[config.mk]
export PLATFORM = sky130hd
export DESIGN_NAME = cbhpi_top
export DESIGN_NICKNAME = d
export VERILOG_FILES = /design/src/design/cbhpi_pkg.sv /design/src/design/cbhpi_top.sv /design/src/design/cbhpi_parity.sv
export SDC_FILE = /design/constraint.sdc
export NUM_CORES = 1
export LEC_CHECK = 0
export BUFFER_PORTS_ARGS = -buffer_cell sky130_fd_sc_hd__buf_2
export CAP_MARGIN = 20
export CORE_MARGIN = 2
export CORE_UTILIZATION = 64
export DETAILED_ROUTE_END_ITERATION = 10
export PLACE_DENSITY = 0.95
export SLEW_MARGIN = 20
export SYNTH_ARGS = -nofsm -noshare
export SYNTH_HDL_FRONTEND = slang
export SYNTH_SLANG_ARGS = --single-unit
export TNS_END_PERCENT = 1
[constraint.sdc]
create_clock -name core_clk_i -period 23.3 [get_ports core_clk_i]
set_input_delay 4.66 -clock core_clk_i [delete_from_list [all_inputs] [get_ports core_clk_i]]
set_output_delay 4.66 -clock core_clk_i [all_outputs]
set_load 0.02 [all_outputs]
[src/design/cbhpi_pkg.sv]
// Constants and types shared by the card-bus host pin interface
// How it works
// - Interrupt output drives while any enabled pending event exists.
// - During reset every output floats and open-drain pins release.
// - All bus inputs are sampled on the rising clock edge.
// - Device requests the bus; arbiter grant marks the request accepted.
// - Wake enable arms wake mode; wake frame drives power event low.
// - Wake style one gives a high pulse, zero a low pulse.
// - Configuration accesses are answered only with device select asserted.
// - Parity is even across address/data and command/byte enables.
// - The receiver of bad data drives the data parity error signal.
// - Host clock-run deassertion is answered by the device reasserting it.
// - With clock-run disabled the device never drives clock-run.
// - A target ending the transaction asserts stop; the master terminates.
// - As target, device-select is driven once the address decodes as ours.
// - Boot ROM address bus covers 128 kilobytes.
package cbhpi_pkg;

    // ==========================================================
    // Timing
    localparam int CLK_PERIOD_NS = 50;
    localparam int RST_MIN_US = 100;
    localparam int RST_MIN_CYCLES = (RST_MIN_US * 1000 + CLK_PERIOD_NS - 1) / CLK_PERIOD_NS;
    localparam int WAKE_PULSE_MS = 50;
    localparam int WAKE_PULSE_CYCLES = (WAKE_PULSE_MS * 1000000) / CLK_PERIOD_NS;
    localparam int CLKRUN_HOLD_CYCLES = 2;

    // ==========================================================
    // Bus layout
    localparam int AD_W = 32;
    localparam int CBE_W = 4;
    localparam int ROM_ADDR_W = 17;
    localparam logic [3:0] CMD_CFG_READ = 4'hA;
    localparam logic [3:0] CMD_CFG_WRITE = 4'hB;
    localparam logic [1:0] CFG_ADDR_TYPE0 = 2'h0;
    localparam int CFG_ID_INDEX = 0;
    localparam logic [31:0] CFG_RESET_VALUE = 32'h0000_0000;

    // ==========================================================
    // Target state machine
    typedef enum logic [1:0] {
        ST_IDLE,
        ST_DATA,
        ST_TURN,
        ST_FLOAT
    } cbhpi_state_t;

endpackage

[src/design/cbhpi_top.sv]
// Card-bus host pin interface: target, parity, request, wake, clock-run
`timescale 1ns/1ps
module cbhpi_top
    import cbhpi_pkg::*;
#(
    parameter int EVENTS = 8,
    parameter int CFG_WORDS = 8,
    parameter int WAKE_CYCLES = WAKE_PULSE_CYCLES,
    parameter logic [31:0] ID_CODE = 32'h1234_5678 // Arbitrary identity value
) (
    // Clock and reset
    input wire logic core_clk_i,
    input wire logic rst_i,
    // Bus inputs
    input wire logic frame_n_i,
    input wire logic irdy_n_i,
    input wire logic idsel_i,
    input wire logic [AD_W-1:0] ad_i,
    input wire logic [CBE_W-1:0] command_byte_enable_lines_i,
    input wire logic par_i,
    input wire logic gnt_n_i,
    input wire logic clkrun_n_i,
    // Bus outputs
    output logic [AD_W-1:0] ad_o,
    output logic ad_oe_o,
    output logic par_o,
    output logic par_oe_o,
    output logic devsel_n_o,
    output logic devsel_oe_o,
    output logic trdy_n_o,
    output logic trdy_oe_o,
    output logic stop_n_o,
    output logic stop_oe_o,
    output logic perr_n_o,
    output logic perr_oe_o,
    output logic req_n_o,
    output logic req_oe_o,
    // Open-drain outputs, pin low while enable is high
    output logic inta_oe_o,
    output logic pme_oe_o,
    output logic clkrun_oe_o,
    // Interrupt events
    input wire logic [EVENTS-1:0] irq_event_i,
    input wire logic [EVENTS-1:0] irq_enable_i,
    input wire logic [EVENTS-1:0] irq_clear_i,
    output logic [EVENTS-1:0] irq_pending_o,
    // Master request
    input wire logic master_req_i,
    output logic master_gnt_o,
    // Wake and clock-run control
    input wire logic wake_on_lan_enable_i,
    input wire logic wake_signal_style_i,
    input wire logic wake_frame_i,
    input wire logic clkrun_enable_i,
    output logic network_wake_indication_o,
    // Boot ROM
    input wire logic [ROM_ADDR_W-1:0] rom_addr_i,
    input wire logic rom_addr_valid_i,
    output logic [ROM_ADDR_W-1:0] boot_rom_address_bus_o,
    output logic boot_rom_address_oe_o
);

    localparam int IDX_W = $clog2(CFG_WORDS);
    localparam int WCNT_W = $clog2(WAKE_CYCLES + 1);

    cbhpi_state_t state_r;
    logic frame_prev_r;
    logic is_write_r;
    logic [IDX_W-1:0] index_r;
    logic [AD_W-1:0] cfg_mem_r [CFG_WORDS];
    logic wr_par_r;
    logic [1:0] perr_step_r;
    logic [1:0] clkrun_cnt_r;
    logic [WCNT_W-1:0] wake_cnt_r;
    logic in_par;
    logic out_par;
    logic addr_hit;
    logic xfer;

    // ==========================================================
    // Parity generators
    cbhpi_parity #(.W(AD_W + CBE_W)) u_in_par (
        .data_i({ad_i, command_byte_enable_lines_i}),
        .par_o(in_par)
    );
    cbhpi_parity #(.W(AD_W + CBE_W)) u_out_par (
        .data_i({ad_o, command_byte_enable_lines_i}),
        .par_o(out_par)
    );

    // ==========================================================
    // Address decode
    // frame start edge
    assign addr_hit = frame_prev_r && !frame_n_i && idsel_i
        && (command_byte_enable_lines_i[3:1] == CMD_CFG_READ[3:1])
        && (ad_i[1:0] == CFG_ADDR_TYPE0);
    assign xfer = (state_r == ST_DATA) && !irdy_n_i;

    always_ff @(posedge core_clk_i or posedge rst_i)
    begin
        if (rst_i)
            frame_prev_r <= 1'b1;
        else
            frame_prev_r <= frame_n_i;
    end

    // ==========================================================
    // Target state machine
    always_ff @(posedge core_clk_i or posedge rst_i)
    begin
        if (rst_i)
        begin
            state_r <= ST_IDLE;
            is_write_r <= 1'b0;
            index_r <= '0;
            wr_par_r <= 1'b0;
        end
        else
        begin
            case (state_r)
                ST_IDLE:
                    if (addr_hit)
                    begin
                        state_r <= ST_DATA;
                        is_write_r <= command_byte_enable_lines_i[0];
                        index_r <= ad_i[IDX_W+1:2];
                    end
                ST_DATA:
                    if (xfer)
                    begin
                        state_r <= ST_TURN;
                        wr_par_r <= in_par;
                    end
                ST_TURN:
                    state_r <= ST_FLOAT;
                ST_FLOAT:
                    state_r <= ST_IDLE;
                default:
                    state_r <= ST_IDLE;
            endcase
        end
    end

    // ==========================================================
    // Target pin drive
    always_ff @(posedge core_clk_i or posedge rst_i)
    begin
        if (rst_i)
        begin
            devsel_n_o <= 1'b1;
            devsel_oe_o <= 1'b0;
            trdy_n_o <= 1'b1;
            trdy_oe_o <= 1'b0;
            stop_n_o <= 1'b1;
            stop_oe_o <= 1'b0;
            ad_o <= '0;
            ad_oe_o <= 1'b0;
            par_o <= 1'b0;
            par_oe_o <= 1'b0;
        end
        else
        begin
            par_oe_o <= 1'b0;
            case (state_r)
                ST_IDLE:
                    if (addr_hit)
                    begin
                        devsel_n_o <= 1'b0;
                        devsel_oe_o <= 1'b1;
                        trdy_n_o <= 1'b0;
                        trdy_oe_o <= 1'b1;
                        stop_n_o <= 1'b0;
                        stop_oe_o <= 1'b1;
                        ad_o <= cfg_mem_r[ad_i[IDX_W+1:2]];
                        ad_oe_o <= !command_byte_enable_lines_i[0];
                    end
                ST_DATA:
                    if (xfer)
                    begin
                        devsel_n_o <= 1'b1;
                        trdy_n_o <= 1'b1;
                        stop_n_o <= 1'b1;
                        ad_oe_o <= 1'b0;
                        par_o <= out_par;
                        par_oe_o <= !is_write_r;
                    end
                ST_TURN:
                begin
                    devsel_oe_o <= 1'b0;
                    trdy_oe_o <= 1'b0;
                    stop_oe_o <= 1'b0;
                end
                default:
                    ad_oe_o <= 1'b0;
            endcase
        end
    end

    // ==========================================================
    // Configuration words
    always_ff @(posedge core_clk_i or posedge rst_i)
    begin
        if (rst_i)
        begin
            for (int i = 0; i < CFG_WORDS; i++)
                cfg_mem_r[i] <= CFG_RESET_VALUE;
        end
        else
        begin
            cfg_mem_r[CFG_ID_INDEX] <= ID_CODE;
            if (xfer && is_write_r && (index_r != IDX_W'(CFG_ID_INDEX)))
            begin
                for (int b = 0; b < CBE_W; b++)
                    if (!command_byte_enable_lines_i[b])
                        cfg_mem_r[index_r][b*8 +: 8] <= ad_i[b*8 +: 8];
            end
        end
    end

    // ==========================================================
    // Data parity error on writes
    always_ff @(posedge core_clk_i or posedge rst_i)
    begin
        if (rst_i)
        begin
            perr_step_r <= 2'h0;
            perr_n_o <= 1'b1;
            perr_oe_o <= 1'b0;
        end
        else
        begin
            case (perr_step_r)
                2'h0:
                    if (state_r == ST_TURN && is_write_r && par_i != wr_par_r)
                    begin
                        perr_step_r <= 2'h1;
                        perr_n_o <= 1'b0;
                        perr_oe_o <= 1'b1;
                    end
                2'h1:
                begin
                    perr_step_r <= 2'h2;
                    perr_n_o <= 1'b1;
                end
                default:
                begin
                    perr_step_r <= 2'h0;
                    perr_oe_o <= 1'b0;
                end
            endcase
        end
    end

    // ==========================================================
    // Interrupt
    always_ff @(posedge core_clk_i or posedge rst_i)
    begin
        if (rst_i)
        begin
            irq_pending_o <= '0;
            inta_oe_o <= 1'b0;
        end
        else
        begin
            // Set wins over clear
            irq_pending_o <= (irq_pending_o & ~irq_clear_i) | irq_event_i;
            inta_oe_o <= |(irq_pending_o & irq_enable_i);
        end
    end

    // ==========================================================
    // Bus request
    always_ff @(posedge core_clk_i or posedge rst_i)
    begin
        if (rst_i)
        begin
            req_n_o <= 1'b1;
            req_oe_o <= 1'b0;
            master_gnt_o <= 1'b0;
        end
        else
        begin
            req_n_o <= !master_req_i;
            req_oe_o <= 1'b1;
            master_gnt_o <= master_req_i && !gnt_n_i;
        end
    end

    // ==========================================================
    // Clock-run
    always_ff @(posedge core_clk_i or posedge rst_i)
    begin
        if (rst_i)
        begin
            clkrun_oe_o <= 1'b0;
            clkrun_cnt_r <= 2'h0;
        end
        else if (!clkrun_enable_i)
        begin
            clkrun_oe_o <= 1'b0;
            clkrun_cnt_r <= 2'h0;
        end
        else if (clkrun_oe_o)
        begin
            clkrun_cnt_r <= clkrun_cnt_r + 2'h1;
            if (clkrun_cnt_r == 2'(CLKRUN_HOLD_CYCLES - 1))
                clkrun_oe_o <= 1'b0;
        end
        else if (clkrun_n_i)
        begin
            clkrun_oe_o <= 1'b1;
            clkrun_cnt_r <= 2'h0;
        end
    end

    // ==========================================================
    // Wake
    always_ff @(posedge core_clk_i or posedge rst_i)
    begin
        if (rst_i)
        begin
            pme_oe_o <= 1'b0;
            network_wake_indication_o <= 1'b0;
            wake_cnt_r <= '0;
        end
        else if (!wake_on_lan_enable_i)
        begin
            pme_oe_o <= 1'b0;
            wake_cnt_r <= '0;
            network_wake_indication_o <= !wake_signal_style_i;
        end
        else if (wake_cnt_r != '0)
        begin
            wake_cnt_r <= wake_cnt_r - WCNT_W'(1);
            if (wake_cnt_r == WCNT_W'(1))
                network_wake_indication_o <= !wake_signal_style_i;
        end
        else if (wake_frame_i)
        begin
            pme_oe_o <= 1'b1;
            network_wake_indication_o <= wake_signal_style_i;
            wake_cnt_r <= WCNT_W'(WAKE_CYCLES);
        end
        else
            network_wake_indication_o <= !wake_signal_style_i;
    end

    // ==========================================================
    // Boot ROM address
    always_ff @(posedge core_clk_i or posedge rst_i)
    begin
        if (rst_i)
        begin
            boot_rom_address_bus_o <= '0;
            boot_rom_address_oe_o <= 1'b0;
        end
        else
        begin
            boot_rom_address_oe_o <= 1'b1;
            if (rom_addr_valid_i)
                boot_rom_address_bus_o <= rom_addr_i;
        end
    end
endmodule

[src/design/cbhpi_parity.sv]
// Even parity generator over a word
`timescale 1ns/1ps
module cbhpi_parity #(
    parameter int W = 36
) (
    // Word in
    input wire logic [W-1:0] data_i,
    // Parity out
    output logic par_o
);

    // ==========================================================
    // Even parity
    // xor reduction
    assign par_o = ^data_i;

endmodule

==> qor.yml, run 1 <==
clocking:
  clkTransAtPathRegs_ps: 60
  post_cts_buffers: 0
  clockRootBuffer: "sky130_fd_sc_hd__clkbuf_16"
  cts-htree-levels: 2
  cts_buffers: 37
  post_cts_repair_resize_count: 0
  cts.hold.buffers_added: 0
  clkSinkCount: 359
  insertion_delay_ps: 530
  cts_tree: "yes"
  clock_tree.buffer_depth: 3
routing:
  drt-pass1-iter-count: 5
  vias: 9962
  route.detailed.drc: 0
  ant_nets: 0
  drt_iter0_drc: 844
  drt-total-wl_um: 37500
  vias_per_cell: 6.07
  routedWlPerCell_um: 22.8
logic_synthesis:
  share_of_flip_flops_with_an_asynchronous_set_or_reset_after_synthesis_pct: 100
  syn-mean-instance-area_um2: 14.7
  yosys_warnings: 0
  number_of_synthesized_flops_with_an_enable_pin: 0
  synth-main-ff-cell: "sky130_fd_sc_hd__dfrtp_1"
  post_synth_inst_count: 1090
  yosys-top-cells-area: "sky130_fd_sc_hd__dfrtp_1, sky130_fd_sc_hd__mux2_2, sky130_fd_sc_hd__mux4_2"
  post-synth-top-area-cell: "sky130_fd_sc_hd__dfrtp_1"
  synth_top_cell_area_share_pct: 55.4
  netlist_area_before_placement_um2: 16000
  synth-seq-cells: 359
  yosysUniqueCellTypes: 63
  synth-seq-area-share_pct: 56.1
sta:
  min_period_ps: 6810
  finalClockSkew_ps: 22.2
  hold_viol_final: 0
  worst_slew_margin_rel_pct: 29.1
  rsz0062_at_grt: "no"
  totalNegativeSetupSlack_ps: 0
  achievable-frequency_mhz: 147
  slew_viol_final: 0
  setup_violations: 0
  timing.final.ws_setup_ps: 16490
  timing_worst_slew_pin_value_ps: 1060
  period_share_pct: 29.2
min_path:
  hold-path-cell-count: 1
  whs_endpoint: "perr_step_r[1]"
  hold_start: "perr_step_r[1]"
  min-delay-path-class: "flip-flop to flip-flop"
critical_path:
  critPathMaxFanout: 41
  rrSetupSlack_ps: 20700
  critical_path_class: "primary input to flip-flop"
  critical-path-max-stage-delay_ps: 690
  cpMaxStageDelayCell: "sky130_fd_sc_hd__buf_4"
  worst_path_most_repeated_cell: "sky130_fd_sc_hd__xnor2_1"
  timing.critical_path.to_type: "flip-flop"
  worst-r2r-cell-count: 8
  worst-endpoint-required_ps: 23690
  r2r_start: "state_r[1]"
  worst_ep_arrival_time_ps: 7210
  path_cells: "buf_4, buf_4, xnor2_1, xnor2_1, xnor2_1, xnor3_1, xnor2_1, o21ai_1"
  critical_path.startpoint_type: "primary input"
floorplanning:
  die_h_um: 162
  initial_core_util_pct: 65.5
  boundaryPins: 167
  coreArea_um2: 24500
  die_area_um2: 26300
  fp.dieW_um: 162
  core.rowCount: 57
cells_and_area:
  finalNetCount: 1383
  final_layout_size_suffix_gt1_share_pct: 44.0
  areaGrowthSynthToFinish_pct: 14.8
  finalCoreUtilization_pct: 75.3
global_route:
  grt_first_pass_wirelength_um: 59900
  grt_antenna_before_repair: 4
  grt.met1_usage_pct: 37.6
  grt_start_max_net_pins: 142
  global_route.usage.met2_pct: 49.9
  grt_use_met3_pct: 6.08
  grt_util_all_layers_pct: 29.4
  grt_most_used_layer: "met2"
  global_route.overflow_total: 0
  grt_pass1_vias: 11002
power_and_ir_drop:
  maximum_ir_drop_on_the_vdd_rail_mv: 0.0566
  cellLeakagePower_nw: 8.93
  power_density_nw_per_um2: 82.1
placed_design:
  placement.io_buffers: 166
  place_hpwl_um: 23100
  detailedPlace.worstSlack_ps: 15970
  gpl.final_weighted_congestion: 0.815
run_status:
  outcome: "completed"
run:
  maxCapViolCount: 0
logic make-up after synthesis:
group / synth area share (%)
mux: 28.4
simple gates: 5.47
buf+inv: 2.15
xor+xnor: 4.32
compound gates: 2.93
flops: 56.1
other cells: 0.0468
fa+ha+maj: 0.624
cell usage after synthesis (3+ instances only):
cell type	instances
sky130_fd_sc_hd__nor2_2	13
sky130_fd_sc_hd__nor2b_1	6
sky130_fd_sc_hd__buf_6	5
sky130_fd_sc_hd__or2_1	4
sky130_fd_sc_hd__a31oi_1	3
sky130_fd_sc_hd__a21oi_1	9
sky130_fd_sc_hd__xor2_1	12
sky130_fd_sc_hd__buf_4	5
sky130_fd_sc_hd__ha_1	8
sky130_fd_sc_hd__clkbuf_1	20
sky130_fd_sc_hd__mux2_2	246
sky130_fd_sc_hd__nor2_4	11
sky130_fd_sc_hd__mux2i_1	33
sky130_fd_sc_hd__xnor2_1	62
sky130_fd_sc_hd__a21o_1	9
sky130_fd_sc_hd__o21ai_0	40
sky130_fd_sc_hd__nor3_1	11
sky130_fd_sc_hd__nand3_1	3
sky130_fd_sc_hd__nand2_1	47
sky130_fd_sc_hd__nor4_1	3
sky130_fd_sc_hd__dfstp_2	4
sky130_fd_sc_hd__buf_1	4
sky130_fd_sc_hd__inv_1	22
sky130_fd_sc_hd__nor2_1	21
sky130_fd_sc_hd__nand3b_1	3
sky130_fd_sc_hd__a22oi_1	5
sky130_fd_sc_hd__nand2b_1	5
sky130_fd_sc_hd__mux4_2	64
sky130_fd_sc_hd__dfrtp_1	355
sky130_fd_sc_hd__nand4_1	4
sky130_fd_sc_hd__buf_2	14
area by class of cell:
cell class | count | area [µm²]
Sequential cell | 359 | 8990
Multi-Input combinational cell | 690 | 6820
Fill cell | 1361 | 6050
Clock buffer | 58 | 1100
Timing Repair Buffer | 173 | 890
Tap cell | 324 | 405
Clock inverter | 10 | 110
Inverter | 23 | 93.8
Antenna cell | 4 | 10.0
per-stage QoR:
step / hold WS, ps / area, µm² / total power [mW] / instances
after floorplan: 433 / 16200 / 0.861 / 1121
after global placement: 449 / 17200 / 0.911 / 1569
after detailed placement: 454 / 17200 / 0.927 / 1569
after CTS: 462 / 18400 / 1.52 / 1637
after global routing: 493 / 18400 / 1.57 / 1640
final: 462 / 18400 / 1.51 / 1641
critical path, delay by kind of cell:
kind / cells / cell delay [ps]
XOR/XNOR: 5 / 1180
buffers and inverters: 2 / 1200
AO/OA/AOI/OAI: 1 / 80
metal layers:
metal | wire, µm | part of all wire (%)
met4 | 1300 | 3.5
met2 | 19400 | 52
met3 | 2370 | 6.3
met5 | 0 | 0
met1 | 14400 | 39
worst max path at each step:
stage | depth (start not counted) | slack (ps) | from | to
detailed placement | 8 | 15970 | ad_i[2] | wr_par_r
finish | 8 | 16490 | ad_i[2] | wr_par_r
CTS | 8 | 16460 | ad_i[2] | wr_par_r
global route | 4 | 16150 | rst_i | asynchronous set/reset pin
global placement | 4 | 16080 | rst_i | asynchronous set/reset pin
floorplan | 1 | 8680 | rst_i | asynchronous set/reset pin
power breakdown:
part           internal [mW]  switching (mW)  leakage, nW
sequential             0.655          0.0313         4.83
clock                  0.348           0.240        0.590
combinational         0.0959           0.142         3.51
cells in the final DEF (no fill, tap or decap), types with 14 or more instances in the layout:
master / netlist / layout
sky130_fd_sc_hd__buf_2: 14 / 165
sky130_fd_sc_hd__clkbuf_1: 20 / 14
sky130_fd_sc_hd__clkbuf_16: 0 / 39
sky130_fd_sc_hd__conb_1: 2 / 33
sky130_fd_sc_hd__dfrtp_1: 355 / 355
sky130_fd_sc_hd__inv_1: 22 / 21
sky130_fd_sc_hd__mux2_2: 246 / 246
sky130_fd_sc_hd__mux2i_1: 33 / 33
sky130_fd_sc_hd__mux4_2: 64 / 64
sky130_fd_sc_hd__nand2_1: 47 / 46
sky130_fd_sc_hd__nor2_1: 21 / 21
sky130_fd_sc_hd__o21ai_0: 40 / 40
sky130_fd_sc_hd__xnor2_1: 62 / 62
(Power assumes the default switching activity.)
==> run 2: changes to the inputs <==
--- a/config.mk
+++ b/config.mk
@@ -8,9 +8,9 @@
 export BUFFER_PORTS_ARGS = -buffer_cell sky130_fd_sc_hd__buf_2
 export CAP_MARGIN = 20
 export CORE_MARGIN = 2
-export CORE_UTILIZATION = 64
+export CORE_UTILIZATION = 53
 export DETAILED_ROUTE_END_ITERATION = 10
-export PLACE_DENSITY = 0.95
+export PLACE_DENSITY = 0.88
 export SLEW_MARGIN = 20
 export SYNTH_ARGS = -nofsm -noshare
 export SYNTH_HDL_FRONTEND = slang
==> constraint.sdc (replaced) <==
create_clock -name core_clk_i -period 5.5 [get_ports core_clk_i]
set_input_delay 1.1 -clock core_clk_i [delete_from_list [all_inputs] [get_ports core_clk_i]]
set_output_delay 1.1 -clock core_clk_i [all_outputs]
set_load 0.02 [all_outputs]
==> qor.yml, run 2 (synthesis gave the netlist of run 1 again) <==
critical_path:
  critPathMaxFanout: 45
  r2r_start: "state_r[1]"
  rrSetupSlack_ps: 2890
  worst_ep_arrival_time_ps: 3070
  worst-r2r-cell-count: 8
  cpMaxStageDelayCell: "sky130_fd_sc_hd__buf_4"
  critPathTopFamily: "buffers and inverters"
  critical-path-max-stage-delay_ps: 620
  path_cells: "buf_4, buf_4, mux4_2, mux2i_1, o21ai_0"
  worst-endpoint-required_ps: 5890
  critical_path_class: "primary input to flip-flop"
  timing.critical_path.to_type: "flip-flop"
  worst_path_most_repeated_cell: "sky130_fd_sc_hd__buf_4"
  critical_path.startpoint_type: "primary input"
  worst-path-buf-inv: 2
floorplanning:
  die_h_um: 178
  fp.dieW_um: 178
  boundaryPins: 167
  core.rowCount: 63
  coreArea_um2: 29700
  initial_core_util_pct: 54.0
  die_area_um2: 31700
sta:
  timing_worst_slew_pin_value_ps: 821
  totalNegativeSetupSlack_ps: 0
  min_period_ps: 2680
  worst_slew_margin_rel_pct: 45.3
  slew_viol_final: 0
  finalClockSkew_ps: 21.7
  setup_violations: 0
  period_share_pct: 48.8
  achievable-frequency_mhz: 373
  rsz0062_at_grt: "no"
  hold_viol_final: 0
global_route:
  grt_util_all_layers_pct: 22.1
  global_route.overflow_total: 0
  grt_first_pass_wirelength_um: 54300
  grt_start_max_net_pins: 206
  grt_pass1_vias: 10120
  grt_antenna_before_repair: 4
clocking:
  cts_buffers: 38
  insertion_delay_ps: 530
  post_cts_repair_resize_count: 0
  clockRootBuffer: "sky130_fd_sc_hd__clkbuf_16"
  cts_tree: "yes"
  clkSinkCount: 359
  cts.hold.buffers_added: 0
  clkTransAtPathRegs_ps: 60
  cts-htree-levels: 2
  post_cts_buffers: 0
  clock_tree.buffer_depth: 3
placed_design:
  placement.io_buffers: 166
  gpl.final_weighted_congestion: 0.769
  place_hpwl_um: 21900
  detailed_place.area_um2: 17300
cells_and_area:
  finalNetCount: 1386
  final_common_cell: "sky130_fd_sc_hd__dfrtp_1"
  final_area_um2: 18600
  most-common-layout-cells: "sky130_fd_sc_hd__dfrtp_1, sky130_fd_sc_hd__mux2_2, sky130_fd_sc_hd__buf_2, sky130_fd_sc_hd__mux4_2, sky130_fd_sc_hd__xnor2_1"
  finalCoreUtilization_pct: 62.5
  areaGrowthSynthToFinish_pct: 15.9
  final_layout_size_suffix_gt1_share_pct: 44.3
run_status:
  outcome: "completed"
power_and_ir_drop:
  post-layout-total-power_mw: 6.43
  power_density_nw_per_um2: 346
  maximum_ir_drop_on_the_vdd_rail_mv: 0.236
  cellLeakagePower_nw: 8.97
min_path:
  hold_start: "perr_step_r[1]"
  min-delay-path-class: "flip-flop to flip-flop"
  hold-path-cell-count: 1
  whs_endpoint: "perr_step_r[1]"
run:
  maxCapViolCount: 0
routing:
  drt-total-wl_um: 34100
  route.detailed.drc: 0
  drt_iter0_drc: 634
  ant_nets: 0
  vias_per_cell: 5.66
  vias: 9649
  drt-pass1-iter-count: 5
  routedWlPerCell_um: 20.0
[run 2: changes by cell type in the layout (fill, tap and decap cells not counted), sizes merged]
cell      before  now
diode          4    2
bufinv         2    3
clkbuf        58   56
clkinvlp       1    2
inv           24   23
buf          173  175
[run 2: how the worst max path moves through the flow]
stage	from	end	slack, ps	depth (start not counted)
2_1_floorplan	rst_i	asynchronous set/reset pin	-410	1
3_3_place_gp	ad_i[2]	ad_o[18]	2320	5
3_5_place_dp	ad_i[2]	ad_o[12]	2240	5
4_1_cts	ad_i[2]	ad_o[17]	2790	5
5_1_grt	ad_i[2]	ad_o[17]	2630	5
6_report	ad_i[2]	ad_o[17]	2820	5
[run 2: routing by layer]
layer | routed length (µm) | up-vias | track usage, % | part of all wire, %
met3 | 2040 | 47 | 3.88 | 6.0
met5 | 11 | - | 0 | 0.032
li1 | - | 4287 | - | -
met1 | 14400 | 5043 | 30.4 | 42
met4 | 710 | 2 | 6.76 | 2.1
met2 | 17000 | 270 | 36.4 | 50
[run 2: final cells by class]
cell class	instances	area [µm²]
clock inverter	11	151
sequential	359	8990
tap	390	488
antenna	2	5.00
fill	2137	11100
inverter	23	90.1
clock buffer	56	1100
multi-input combinational	690	6820
timing repair buffer	175	946
[run 2: worst register-to-register path, delay by kind of cell, from the launching register on]
kind	cells	cell delay (ps)
flops	1	370
mux	1	390
compound gates	1	180
fa+ha+maj	1	230
simple gates	3	1140
buf+inv	2	170
[run 2: where the power goes]
part / internal, mW / total [mW] / leakage, nW / switching [mW]
clock: 1.53 / 2.56 / 0.613 / 1.03
sequential: 2.77 / 2.90 / 4.83 / 0.124
combinational: 0.409 / 0.970 / 3.53 / 0.561
total: 4.72 / 6.43 / 8.97 / 1.72
[run 2: per-stage QoR]
stage / std cells / hold WS (ps) / worst slack (ps)
after CTS: 1703 / 463 / 2790
after global placement: 1636 / 449 / 2320
after detailed placement: 1636 / 456 / 2240
after floorplan: 1121 / 433 / -409
after global routing: 1706 / 508 / 2630
final: 1706 / 461 / 2820
==> run 3: changes to the inputs <==
==> constraint.sdc (replaced) <==
create_clock -name core_clk_i -period 2.45 [get_ports core_clk_i]
set_input_delay 0.49 -clock core_clk_i [delete_from_list [all_inputs] [get_ports core_clk_i]]
set_output_delay 0.49 -clock core_clk_i [all_outputs]
set_load 0.02 [all_outputs]
==> qor.yml, run 3 (synthesis gave the netlist of run 1 again) <==
sta:
  hold_viol_final: 0
  achievable-frequency_mhz: 434
  slew_viol_final: 0
  worst_slew_margin_rel_pct: 48.3
  finalClockSkew_ps: 19.3
  holdWs_ps: 81.2
  setup_violations: 0
  rsz0062_at_grt: "no"
  timing_worst_slew_pin_value_ps: 776
  min_period_ps: 2300
  period_share_pct: 94.0
placed_design:
  place_hpwl_um: 22400
  gpl.final_weighted_congestion: 0.779
  numPlacedInstances: 1660
  placement.io_buffers: 166
clocking:
  clock_tree.buffer_depth: 3
  post_cts_buffers: 0
  insertion_delay_ps: 520
  clkTransAtPathRegs_ps: 60
  cts_tree: "yes"
  cts-htree-levels: 2
  clkSinkCount: 359
  cts_buffers: 37
  clockRootBuffer: "sky130_fd_sc_hd__clkbuf_16"
cells_and_area:
  final_layout_size_suffix_gt1_share_pct: 45.7
  final_common_cell: "sky130_fd_sc_hd__dfrtp_1"
  areaGrowthSynthToFinish_pct: 17.0
  finalCoreUtilization_pct: 63.1
  finalNetCount: 1409
  most-common-layout-cells: "sky130_fd_sc_hd__dfrtp_1, sky130_fd_sc_hd__mux2_2, sky130_fd_sc_hd__buf_2, sky130_fd_sc_hd__mux4_2, sky130_fd_sc_hd__xnor2_1"
  post_route_insts_no_fill: 1728
floorplanning:
  core.rowCount: 63
  coreArea_um2: 29700
  boundaryPins: 167
  fp.dieW_um: 178
  die_h_um: 178
  initial_core_util_pct: 54.0
  die_area_um2: 31700
run:
  maxCapViolCount: 0
critical_path:
  worst-endpoint-required_ps: 2850
  worst-path-buf-inv: 3
  critPathMaxFanout: 8
  timing.critical_path.to_type: "flip-flop"
  critPathTopFamily: "simple AND/OR/NAND/NOR gates"
  critical_path.startpoint_type: "flip-flop"
  cpMaxStageDelayCell: "sky130_fd_sc_hd__dfrtp_1"
  path_cells: "inv_1, ha_2, nand2b_4, clkinv_1, o311ai_1, or2_1, buf_12, nor2_4, mux2_2"
  critical-path-max-stage-delay_ps: 390
  critical_path_class: "flip-flop to flip-flop"
  worst_ep_arrival_time_ps: 2700
routing:
  drt_iter0_drc: 692
  vias_per_cell: 5.58
  route.detailed.drc: 0
  ant_nets: 0
  routedWlPerCell_um: 19.7
  drt-total-wl_um: 34000
  vias: 9649
  drt-pass1-iter-count: 5
power_and_ir_drop:
  cellLeakagePower_nw: 9.09
  seq_power_share_pct: 45.9
  post-layout-total-power_mw: 14.2
  clock_power_share_pct: 38.3
  share_comb_of_total_power_pct: 15.7
  maximum_ir_drop_on_the_vdd_rail_mv: 0.488
  power_density_nw_per_um2: 755
  power.switching_fraction_pct: 27.1
  intPower_mw: 10.3
  power_switching_mw: 3.84
global_route:
  grt_start_max_net_pins: 129
  grt_first_pass_wirelength_um: 55600
  grt_util_all_layers_pct: 22.5
  global_route.overflow_total: 0
  grt_antenna_before_repair: 6
  grt_pass1_vias: 10484
min_path:
  min-delay-path-class: "primary input to flip-flop"
run_status:
  outcome: "completed"
[run 3: cell type report]
class | instances | area, µm²
Clock buffer | 50 | 1070
Multi-Input combinational cell | 690 | 6820
Timing Repair Buffer | 199 | 1180
Fill cell | 2080 | 11000
Inverter | 23 | 90.1
Tap cell | 390 | 488
Sequential cell | 359 | 8990
Antenna cell | 3 | 7.51
Clock inverter | 14 | 115
[run 3: what timing repair did]
| action | 4_1_cts | 5_1_grt |
|---|---|---|
| endpoints found under the setup margin | 0 | 123 |
| resized for setup | 0 | 2 |
| hold buffers | 1 | 0 |
| hold endpoints to repair | 5 | 0 |
[run 3: through the flow]
step	cell area (µm²)	setup WS [ps]	setup TNS, ps
6_report	18800	147	0
4_1_cts	18800	115	0
3_3_place_gp	17600	206	0
5_1_grt	18800	14.1	0
3_5_place_dp	17600	129	0
2_1_floorplan	16200	-2850	-1017550
[run 3: final timing paths]
kind                       slack, ps      startpoint                    endpoint  depth (start not counted)
hold reg to reg                  470  perr_step_r[1]              perr_step_r[1]                          1
min in group asynchronous        490           rst_i  asynchronous set/reset pin                          3
max in group asynchronous       1030           rst_i  asynchronous set/reset pin                          4
setup / recovery                 150      state_r[1]                   flip-flop                          9
setup reg to reg                 150      state_r[1]                   flip-flop                          9
hold / removal                    80       frame_n_i                frame_prev_r                          1
[run 3: layer usage]
| metal | vias up | global-route usage [%] | part of all wire (%) |
|---|---|---|---|
| met1 | 5009 | 29.8 | 42 |
| met2 | 235 | 37.7 | 50 |
| met4 | 4 | 7.82 | 2.7 |
| met3 | 72 | 3.86 | 4.7 |
| li1 | 4329 | - | - |
| met5 | - | 0 | 0.082 |
[run 3: power groups by stage]
stage	combinational [mW]	sequential (mW)	clock, mW
after floorplan	1.53	6.66	0
after global placement	2.13	6.58	0
after detailed placement	2.22	6.60	0
after CTS	2.25	6.50	5.54
after global routing	2.47	6.54	5.78
final	2.23	6.50	5.43
